==> config.mk <==
export PLATFORM = sky130hd
export DESIGN_NAME = peak_event_status
export DESIGN_NICKNAME = d
export VERILOG_FILES = /design/src/hdl/metering_pkg.sv /design/src/hdl/change_detect.sv /design/src/hdl/peak_event_status.sv
export VERILOG_INCLUDE_DIRS = /design/src /design/src/hdl
export SDC_FILE = /design/constraint.sdc
export NUM_CORES = 1
export LEC_CHECK = 0
export CORE_MARGIN = 3
export CORE_UTILIZATION = 33
export DETAILED_ROUTE_END_ITERATION = 6
export DONT_BUFFER_PORTS = 1
export RECOVER_POWER = 25
export SYNTH_ARGS = -nofsm -noshare
export SYNTH_HDL_FRONTEND = slang
export SYNTH_SLANG_ARGS = --single-unit
==> constraint.sdc <==
create_clock -name clock -period 1.32 [get_ports clock]
set_input_delay 0.264 -clock clock [delete_from_list [all_inputs] [get_ports clock]]
set_output_delay 0.264 -clock clock [all_outputs]
set_load 0.05 [all_outputs]
==> src/hdl/metering_regs.svh <==
`ifndef METERING_REGS_SVH
`define METERING_REGS_SVH

// Register addresses on the host register port
`define CUR_PEAK_ADDR   16'hE500
`define VOLT_PEAK_ADDR  16'hE501
`define EVT_STAT_ADDR   16'hE502

// Peak register layout
`define PEAK_VAL_MSB    23
`define PEAK_PHASE_LSB  24
`define PEAK_PHASE_MSB  26
`define PEAK_RESET      32'h0000_0000

// First status register layout
`define ST_TOT_ACT_HF   0
`define ST_FUND_ACT_HF  1
`define ST_TOT_REA_HF   2
`define ST_FUND_REA_HF  3
`define ST_APP_HF       4
`define ST_LINE_DONE    5
`define ST_ACT_SIGN_LSB 6
`define ST_SUM_SIGN_1   9
`define ST_REA_SIGN_LSB 10
`define ST_SUM_SIGN_2   13
`define ST_PULSE_LSB    14
`define ST_COMPUTE_DONE 17
`define ST_SUM_SIGN_3   18
`define ST_USED_W       19
`define ST_RESET        19'h0_0000

// Sign register layout
`define SG_ACT_LSB      0
`define SG_SUM_1        3
`define SG_REA_LSB      4
`define SG_SUM_2        7
`define SG_SUM_3        8
`define SG_W            9

// Pulse mode select field width
`define PULSE_SEL_W     3

`endif

==> src/hdl/metering_pkg.sv <==
package metering_pkg;

  // Phase that produced a peak; NONE loads no phase flag
  typedef enum logic [1:0] {
    PH_A,
    PH_B,
    PH_C,
    PH_NONE
  } phase_sel_t;

  typedef logic [2:0] phase_flags_t;

endpackage

==> src/hdl/change_detect.sv <==
`timescale 1ns/100ps
module change_detect #(
  parameter int       W    = 1,
  parameter bit [0:0] IDLE = 1'b0
) (
  // Clock and reset
  input  wire logic         clock,
  input  wire logic         nrst,
  // Watched levels
  input  wire logic [W-1:0] level,
  // Events, valid in the cycle the level moves
  output logic      [W-1:0] changed,
  output logic      [W-1:0] fell
);

  logic [W-1:0] prev_ff;

  always_ff @(posedge clock or negedge nrst) begin
    if (!nrst) begin
      prev_ff <= {W{IDLE}};
    end else begin
      prev_ff <= level;
    end
  end

  assign changed = prev_ff ^ level;
  assign fell    = prev_ff & ~level;

endmodule // change_detect

==> src/hdl/peak_event_status.sv <==
`timescale 1ns/100ps
`include "metering_regs.svh"

// Behaviour
// Current peak register bits 23:0 hold current channel peak, reset zero.
// Exactly one current peak phase flag, bits 24-26, names phase A/B/C; none after reset or a PH_NONE load.
// Bits 31:27 of both peak registers always read zero.
// Voltage peak register bits 23:0 hold voltage channel peak, reset zero.
// Voltage peak phase flag bits 24-26 name phase A, B or C.
// Status bit 0 sets when bit 30 of any total active accumulator moves.
// Status bit 1 sets on bit 30 change of fundamental active accumulators.
// Status bit 2 sets on bit 30 change of total reactive accumulators.
// Status bit 3 sets on bit 30 change of fundamental reactive ones.
// Status bit 4 sets on bit 30 change of apparent energy accumulators.
// In line-cycle mode, status bit 5 sets when an integration ends.
// Status bits 6-8 set on active power sign change; mode bit 0 picks.
// Sign register bits 0-2 report current active power signs.
// Status bits 10-12 flag reactive sign change; signs in bits 4-6.
// Status bits 9, 13, 18 flag summed power sign; signs in bits 3,7,8.
// Status bits 14-16 set on falling edge of pulse outputs 1-3.
// Pulse edge flags set even when the pulse pin is disabled.
// Pulse mode fields 2:0, 5:3, 8:6 choose each pulse power type.
// Status bit 17 sets when each periodic computation round completes.
// Status register bits 31:19 always read zero.
// Flags stay set until written one; writing zero leaves them.
module peak_event_status #(
  parameter int PEAK_W      = 24,
  parameter int PULSE_TYPES = 8
) (
  // Clock and reset
  input  wire logic                        clock,
  input  wire logic                        nrst,
  // Host register port
  input  wire logic                        reg_wr,
  input  wire logic                        reg_rd,
  input  wire logic [15:0]                 reg_addr,
  input  wire logic [31:0]                 reg_wdata,
  output logic      [31:0]                 reg_rdata,
  // Peak detectors
  input  wire logic                        current_peak_load,
  input  wire logic [PEAK_W-1:0]           current_peak_in,
  input  metering_pkg::phase_sel_t         current_peak_src,
  input  wire logic                        voltage_peak_load,
  input  wire logic [PEAK_W-1:0]           voltage_peak_in,
  input  metering_pkg::phase_sel_t         voltage_peak_src,
  // Bit 30 of each phase accumulator, phases A..C
  input  wire logic [2:0]                  tot_active_bit30,
  input  wire logic [2:0]                  fund_active_bit30,
  input  wire logic [2:0]                  tot_reactive_bit30,
  input  wire logic [2:0]                  fund_reactive_bit30,
  input  wire logic [2:0]                  apparent_bit30,
  // Line cycle accumulation
  input  wire logic                        line_cycle_mode,
  input  wire logic                        line_cycle_end,
  // Power signs, phases A..C, 1 means negative
  input  wire logic                        active_sign_source_select,
  input  wire logic                        reactive_sign_source_select,
  input  wire logic [2:0]                  tot_active_sign,
  input  wire logic [2:0]                  fund_active_sign,
  input  wire logic [2:0]                  tot_reactive_sign,
  input  wire logic [2:0]                  fund_reactive_sign,
  input  wire logic [2:0]                  sum_sign,
  output logic      [`SG_W-1:0]            power_sign_reg,
  // Pulse outputs, active low
  input  wire logic [PULSE_TYPES-1:0]      pulse_src_n,
  input  wire logic [3*`PULSE_SEL_W-1:0]   pulse_mode_reg,
  input  wire logic [2:0]                  pulse_disable,
  output logic      [2:0]                  pulse_out_n,
  // Periodic computation
  input  wire logic                        compute_cycle_done
);

  if (PEAK_W < 1 || PEAK_W > 24) begin : g_bad_peak_w
    $error("PEAK_W must lie between 1 and 24");
  end
  if (PULSE_TYPES < 2 || PULSE_TYPES > 8) begin : g_bad_types
    $error("PULSE_TYPES must lie between 2 and 8");
  end

  function automatic metering_pkg::phase_flags_t phase_onehot(
    input metering_pkg::phase_sel_t src
  );
    phase_onehot = 3'h0;
    unique case (src)
      metering_pkg::PH_A:    phase_onehot = 3'h1;
      metering_pkg::PH_B:    phase_onehot = 3'h2;
      metering_pkg::PH_C:    phase_onehot = 3'h4;
      metering_pkg::PH_NONE: phase_onehot = 3'h0;
    endcase
  endfunction

  function automatic logic [31:0] peak_word(
    input logic [PEAK_W-1:0]        val,
    input metering_pkg::phase_flags_t ph
  );
    peak_word = `PEAK_RESET;
    peak_word[PEAK_W-1:0] = val;
    peak_word[`PEAK_PHASE_MSB:`PEAK_PHASE_LSB] = ph;
  endfunction

  // Peak capture
  logic [PEAK_W-1:0]          cur_val_ff;
  metering_pkg::phase_flags_t cur_phase_ff;
  logic [PEAK_W-1:0]          volt_val_ff;
  metering_pkg::phase_flags_t volt_phase_ff;

  always_ff @(posedge clock or negedge nrst) begin
    if (!nrst) begin
      cur_val_ff   <= '0;
      cur_phase_ff <= 3'h0;
    end else if (current_peak_load) begin
      cur_val_ff   <= current_peak_in;
      cur_phase_ff <= phase_onehot(current_peak_src);
    end
  end

  always_ff @(posedge clock or negedge nrst) begin
    if (!nrst) begin
      volt_val_ff   <= '0;
      volt_phase_ff <= 3'h0;
    end else if (voltage_peak_load) begin
      volt_val_ff   <= voltage_peak_in;
      volt_phase_ff <= phase_onehot(voltage_peak_src);
    end
  end

  // Power sign selection and sign register
  logic [`SG_W-1:0] nxt_sign;
  logic [`SG_W-1:0] sign_ff;

  always_comb begin
    nxt_sign = '0;
    nxt_sign[`SG_ACT_LSB +: 3] = active_sign_source_select ?
                                 fund_active_sign : tot_active_sign;
    nxt_sign[`SG_REA_LSB +: 3] = reactive_sign_source_select ?
                                 fund_reactive_sign : tot_reactive_sign;
    nxt_sign[`SG_SUM_1] = sum_sign[0];
    nxt_sign[`SG_SUM_2] = sum_sign[1];
    nxt_sign[`SG_SUM_3] = sum_sign[2];
  end

  always_ff @(posedge clock or negedge nrst) begin
    if (!nrst) begin
      sign_ff <= '0;
    end else begin
      sign_ff <= nxt_sign;
    end
  end

  assign power_sign_reg = sign_ff;

  // Pulse type selection; the flag sees the selected stream before gating
  logic [2:0] pulse_sel_n;
  logic [2:0] pulse_out_n_ff;

  for (genvar p = 0; p < 3; p++) begin : g_pulse
    logic [`PULSE_SEL_W-1:0] fld;
    assign fld = pulse_mode_reg[p*`PULSE_SEL_W +: `PULSE_SEL_W];
    // Codes beyond the implemented types park the stream idle high
    assign pulse_sel_n[p] = (32'(fld) < PULSE_TYPES) ?
                            pulse_src_n[fld] : 1'b1;
  end

  always_ff @(posedge clock or negedge nrst) begin
    if (!nrst) begin
      pulse_out_n_ff <= 3'h7;
    end else begin
      pulse_out_n_ff <= pulse_sel_n | pulse_disable;
    end
  end

  assign pulse_out_n = pulse_out_n_ff;

  // Event detection: 15 accumulator bits, 9 signs, 3 pulses in one pass
  localparam int EV_W = 27;
  logic [EV_W-1:0] ev_level;
  logic [EV_W-1:0] ev_changed;
  logic [EV_W-1:0] ev_fell;

  assign ev_level = {pulse_sel_n, nxt_sign, apparent_bit30,
                     fund_reactive_bit30, tot_reactive_bit30,
                     fund_active_bit30, tot_active_bit30};

  // Idle high suits the pulse streams; accumulators and signs start at zero
  // and their first real movement still counts as a change.
  change_detect #(.W(24), .IDLE(1'b0)) u_level_det (
    .clock   (clock),
    .nrst    (nrst),
    .level   (ev_level[23:0]),
    .changed (ev_changed[23:0]),
    .fell    ()
  );

  change_detect #(.W(3), .IDLE(1'b1)) u_pulse_det (
    .clock   (clock),
    .nrst    (nrst),
    .level   (ev_level[26:24]),
    .changed (),
    .fell    (ev_fell[26:24])
  );

  assign ev_changed[26:24] = 3'h0;
  assign ev_fell[23:0]     = 24'h00_0000;

  // Status event vector
  logic [`ST_USED_W-1:0] ev_set;
  logic [`SG_W-1:0]      sg_ch;

  assign sg_ch = ev_changed[23:15];

  always_comb begin
    ev_set = `ST_RESET;
    ev_set[`ST_TOT_ACT_HF]  = |ev_changed[2:0];
    ev_set[`ST_FUND_ACT_HF] = |ev_changed[5:3];
    ev_set[`ST_TOT_REA_HF]  = |ev_changed[8:6];
    ev_set[`ST_FUND_REA_HF] = |ev_changed[11:9];
    ev_set[`ST_APP_HF]      = |ev_changed[14:12];
    ev_set[`ST_LINE_DONE]   = line_cycle_mode & line_cycle_end;
    ev_set[`ST_ACT_SIGN_LSB +: 3] = sg_ch[`SG_ACT_LSB +: 3];
    ev_set[`ST_REA_SIGN_LSB +: 3] = sg_ch[`SG_REA_LSB +: 3];
    ev_set[`ST_SUM_SIGN_1]  = sg_ch[`SG_SUM_1];
    ev_set[`ST_SUM_SIGN_2]  = sg_ch[`SG_SUM_2];
    ev_set[`ST_SUM_SIGN_3]  = sg_ch[`SG_SUM_3];
    ev_set[`ST_PULSE_LSB +: 3] = ev_fell[26:24];
    ev_set[`ST_COMPUTE_DONE] = compute_cycle_done;
  end

  // Status register, write one to clear, a new event beats the clear
  logic [`ST_USED_W-1:0] status_ff;
  logic [`ST_USED_W-1:0] clr_mask;

  assign clr_mask = (reg_wr && reg_addr == `EVT_STAT_ADDR) ?
                    reg_wdata[`ST_USED_W-1:0] : `ST_RESET;

  always_ff @(posedge clock or negedge nrst) begin
    if (!nrst) begin
      status_ff <= `ST_RESET;
    end else begin
      status_ff <= (status_ff & ~clr_mask) | ev_set;
    end
  end

  // Read path; peak registers ignore writes
  logic [31:0] nxt_rdata;
  logic [31:0] rdata_ff;

  always_comb begin
    nxt_rdata = 32'h0000_0000;
    unique case (reg_addr)
      `CUR_PEAK_ADDR:  nxt_rdata = peak_word(cur_val_ff, cur_phase_ff);
      `VOLT_PEAK_ADDR: nxt_rdata = peak_word(volt_val_ff, volt_phase_ff);
      `EVT_STAT_ADDR:  nxt_rdata[`ST_USED_W-1:0] = status_ff;
      default:         nxt_rdata = 32'h0000_0000;
    endcase
  end

  always_ff @(posedge clock or negedge nrst) begin
    if (!nrst) begin
      rdata_ff <= 32'h0000_0000;
    end else if (reg_rd) begin
      rdata_ff <= nxt_rdata;
    end
  end

  assign reg_rdata = rdata_ff;
endmodule // peak_event_status

# Yosys cells after proc, flatten, opt, wreduce, memory -nomap -nowiden
# Cells that the tools add are included.
dict set report totals {
  reg_bits 144
  latchBits 0
  ramBits 0
  rom_bits 0
  input_bits 161
  out_inout_bits 44
  wordCells 51
  memories 0
}
dict set report classes {
  n_addsub 0
  multipliers 0
  n_div 0
  order_cmp 3
  n_eq_ne 9
  n_shift 0
  mux 13
  bitwise_logic 8
  n_reduce_logical 8
}
# operator count
set ops {}
lappend ops {{one-hot mux 19 bit (3 select lines)} 1}
lappend ops {{== test 16 bit, second input constant} 3}
lappend ops {{one-hot mux 3 bit (4 select lines)} 2}
lappend ops {{XOR 24 bit} 1}
lappend ops {{AND 19 bit} 1}
lappend ops {{2-to-1 mux 19 bit} 1}
lappend ops {{inverter 19 bit} 1}
lappend ops {{bitwise OR 19 bit} 1}
lappend ops {{one-hot mux 8 bit (2 select lines)} 1}
lappend ops {{OR reduction 3 bit} 5}
lappend ops {{less-than comparator 3 x 4 -> 1 bit, second input constant} 3}
lappend ops {{binary-select mux 1 bit (select 3 bit)} 3}
lappend ops {{== test 2 bit, second input constant} 4}
lappend ops {{2-to-1 mux 3 bit} 2}
lappend ops {{== test 2 x 1 -> 1 bit, second input constant} 2}
lappend ops {{zero test 2 bit} 2}
lappend ops {{AND 3 bit} 1}
lappend ops {{2-to-1 mux 1 bit} 3}
lappend ops {{inverter 3 bit} 1}
lappend ops {{bitwise OR 3 bit} 1}
lappend ops {{AND 1 bit} 1}
lappend ops {{logical AND 1 bit} 1}

# Logic depth before layout (Yosys ltp)
dict set report depth {
  ltp_word 6
  mapped_depth 7
  ltp_nobuf 4
}

# Cells and area by module
# A second synthesis with hierarchy kept.
dict set report hier_totals {
  cells_unflattened 474
  hier_area_um2 6362.4
}
# mod instances cells_per_inst area_per_inst_um2 seq_area_each_um2
set modules_own_cells {}
lappend modules_own_cells {peak_event_status 1 366 5142.4 2806.4}
lappend modules_own_cells {{change_detect at u_level_det} 1 96 1081.0 600.6}
lappend modules_own_cells {{change_detect at u_pulse_det} 1 12 138.9 78.8}

# Worst setup path after synthesis
# No wires, ideal clock.
dict set report synth_path {
  kind {input-to-reg}
  startpoint {input reg_addr[3]}
  endpoint {register status_ff[0]}
  setup_ns 0.129
  t_arrival_ns 1.823
  required_time_ns 1.191
  slack_ns -0.632
  path_stages 6
  n_path_buf 2
  cell_sequence {or4_4 -> buf_6 -> nor4_2 -> buf_4 -> nand3_1 -> a2111o_1}
}
dict set report synth_between {
  elab_chain_len 6
}
# item line
set synth_rtl {}
lappend synth_rtl {{from (decl)} peak_event_status.sv:36} ;# input wire logic [15:0] reg_addr,
lappend synth_rtl {{== test 16 bit} --}
lappend synth_rtl {{logical AND 1 bit (no line)} --}
lappend synth_rtl {{2-to-1 mux 19 bit (no line)} --}
lappend synth_rtl {{inverter 19 bit} peak_event_status.sv:239} ;# status_ff <= (status_ff & ~clr_mask) | ev_set;
lappend synth_rtl {{AND 19 bit} peak_event_status.sv:239}
lappend synth_rtl {{bitwise OR 19 bit} peak_event_status.sv:239}
lappend synth_rtl {{to (signal assigned)} peak_event_status.sv:237} ;# status_ff <= `ST_RESET;
lappend synth_rtl {{to (signal assigned)} peak_event_status.sv:239}
lappend synth_rtl {{to (decl)} peak_event_status.sv:229} ;# logic [`ST_USED_W-1:0] status_ff;
# No other way between the ends.
# A chain may end at the register's enable or synchronous reset.

# Final worst setup path
dict set report layout_path {
  startpoint {input reg_addr[0]}
  endpoint {register status_ff[0]}
}
# The elaborated chain is that of the path after synthesis.

==> results.sh <==
export IMPL_status="complete, but fails checks"
export IMPL_violations="negative hold slack, negative setup slack"
export IMPL_critPathArrivalTime_ps=1720
export IMPL_ir_drop_v=0.000881
export IMPL_timing_rr_start="volt_phase_ff[2]$_DFFE_PN0P_"
export IMPL_syn_area_per_cell_um2=13.8
export IMPL_ys_top_cells_by_area="dfrtp_1 53%, mux2_2 12%, a22oi_2 4.3%"
export IMPL_drive_gt1_frac=0.356
export IMPL_grt_max_degree=131
export IMPL_fmax_mhz=703
export IMPL_nNetsFinal=687
export IMPL_worst_hold_path_type="input pin to async pin"
export IMPL_synth_area_mm2=0.00581
export IMPL_routabilityCongestion=0.787
export IMPL_wl_um=15100
export IMPL_cp_end_kind="flip-flop"
export IMPL_power_uw=9640
export IMPL_setup_tns_ps=-2000
export IMPL_dieArea_mm2=0.0192
export IMPL_firstDrtPassIters=4
export IMPL_hold_viol=130
export IMPL_synth_seq_cells=130
export IMPL_grt_pass1_wl_um=24100
export IMPL_pre_cts_slack_ps=-530
export IMPL_worstPathRequired_ps=1620
export IMPL_num_io_pins=205
export IMPL_largest_reg_flops=27
export IMPL_period_needed_ps=1420
export IMPL_drv_slew=0
export IMPL_drt_iter0_drc=145
export IMPL_wire_per_inst_um=19.9
export IMPL_cts_hold_buf=82
export IMPL_multi_input_area_mm2=0.00235
export IMPL_synthCells=420
export IMPL_initial_core_util=0.344
export IMPL_die_x_um=139
export IMPL_grt_pass1_vias=4289
export IMPL_rsz0062_at_grt="true"
export IMPL_setup_viol=36
export IMPL_num_fill_cells=1461
export IMPL_fin_crit_sh=1.08
export IMPL_clk_pin_slew_ps=60
export IMPL_ant_nets=0
export IMPL_yosys_area_top_type_share=0.534
export IMPL_clkSinkCount=130
export IMPL_cp_start_kind="input pin"
export IMPL_hpwl_um=9850
export IMPL_crit_type="input pin to flip-flop"
export IMPL_slew_headroom=0.650
export IMPL_synthDistinctLibCells=38
export IMPL_p_leak_uw=0.00312
export IMPL_tightestPinTransition_ps=523
export IMPL_clockBufferDepth=2
export IMPL_antenna_cells=0
export IMPL_cts_made_buffers=17
export IMPL_regArea_mm2=0.00328
export IMPL_power_density_mw_per_mm2=1250
export IMPL_max_cap_violations=0
export IMPL_vias=3844
export IMPL_grtUsageTotal=0.160
export IMPL_fin_cells=759
export IMPL_seq_area_frac_synth=0.561
export IMPL_crit_path_max_fanout=10
export IMPL_fp_row_count=47
export IMPL_core_mm2=0.0169
export IMPL_fin_worst_skew_ps=7.24
export IMPL_startpoint="reg_addr[0]"
export IMPL_cts_max_level=4
export IMPL_syn_to_final_growth_pct=32.6
export IMPL_clk_latency_ps=410
export IMPL_place_inst=643
export IMPL_setup_ws_ps=-102
export IMPL_cts_tree="yes"
export IMPL_drc=0
export IMPL_ys_warn_count=0
export IMPL_cts_root_buf="clkbuf_16"
export IMPL_yosys_area_top_type="dfrtp_1"
export IMPL_hold_ws_ps=-455
export IMPL_grt_remaining_overflow=0
export IMPL_io_buffers=0
export IMPL_antenna_found_initial=0
export IMPL_avgViaCountPerCell=5.06
export IMPL_die_y_um=139
-- through the flow --
| step | hold WS, ps | area [µm²] | utilization |
|---|---|---|---|
| global placement | -26.9 | 6240 | 0.370 |
| CTS | -486 | 7670 | 0.455 |
| global route | -487 | 7700 | 0.457 |
| finish | -455 | 7700 | 0.457 |
| detailed placement | -27.8 | 6240 | 0.370 |
| floorplan | -31.6 | 5880 | - |
-- layer usage --
metal  track usage  share of wire  vias to the layer above  wire length, µm
li1              -              -                     1737                -
met3        0.0521          0.063                       19              953
met2         0.267           0.51                      144             7740
met4        0.0587          0.017                        0              257
met1         0.194           0.41                     1944             6140
met5             0              0                        -                0
-- logic make-up (layout without fill, tap and decap cells) --
group | Yosys count | in the layout | share of synthesized area
AO/OA/AOI/OAI | 87 | 87 | 0.134
XOR/XNOR | 24 | 24 | 0.0362
buffers and inverters | 44 | 159 | 0.0457
flip-flops | 130 | 130 | 0.561
multiplexers | 73 | 73 | 0.152
other | 1 | 5 | 0.000645
AND/OR/NAND/NOR | 61 | 61 | 0.0700
-- cells in the final DEF (no fill, tap or decap), types with 10 or more instances in the layout --
cell,netlist,layout
a21boi_0,15,10
a21o_1,10,10
a22o_1,12,12
a22oi_1,17,17
a22oi_2,20,20
buf_4,17,30
clkbuf_16,0,17
dfrtp_1,124,112
dfrtp_2,0,12
dlygate4sd3_1,0,80
mux2_2,64,64
nand2b_1,22,22
nand3_1,19,13
xor2_1,24,24
-- area by class of cell --
class	count	share of cell area
tap	220	0.0357
multi-input combinational	250	0.305
clock inverter	13	0.0164
sequential	130	0.425
timing repair buffer	120	0.157
inverter	7	0.00341
clock buffer	19	0.0575
-- worst max-delay path, cell delays in order --
cell and delay (ps):
or4b_4 530, nor4_4 280, buf_12 190, nand3_1 80
a2111o_1 360
-- synth_stat cells --
cell type,instances
buf_2,2
xor2_1,24
or4_4,1
nand3b_1,4
a22oi_1,17
nor4_2,1
nor2_1,3
nand4b_1,1
or4_1,1
nor3_1,1
a21boi_0,15
a21boi_1,3
clkbuf_1,10
a32oi_1,1
or4b_2,2
nand2_1,2
buf_6,2
o21ai_0,4
inv_1,7
mux2_2,64
buf_4,17
nor4_4,2
mux2i_1,3
clkbuf_2,2
a22oi_2,20
a21o_1,10
a22o_1,12
nand4_1,1
dfstp_2,6
nand4bb_1,1
mux4_2,6
dfrtp_1,124
nand2b_1,22
conb_1,1
buf_1,3
nand3_1,19
a2111o_1,5
buf_12,1
-- report_power, final --
part | switching [µW] | internal (µW) | total, µW
clock | 1820 | 2660 | 4480
combinational | 321 | 463 | 784
sequential | 148 | 4230 | 4380
-- repair_timing --
item                       CTS  global route
buffers inserted             0             1
gates resized for setup     11             8
pin swaps                    0             0
gates cloned                 0             1
setup endpoints to repair   47            51
hold endpoints to repair   215           130
-- worst paths after layout --
check / slack (ps) / cells past startpoint / to
min: -460 / 0 / volt_val_ff[23]$_DFFE_PN0P_
min reg2reg: 480 / 1 / status_ff[8]$_DFF_PN0_
max reg2reg: 120 / 3 / volt_phase_ff[2]$_DFFE_PN0P_
min in group clock: 30 / 2 / status_ff[3]$_DFF_PN0_
max in group asynchronous: 1420 / 0 / reg_rdata[1]$_DFFE_PN0P_
max: -100 / 5 / status_ff[0]$_DFF_PN0_
(Power assumes the default switching activity.)
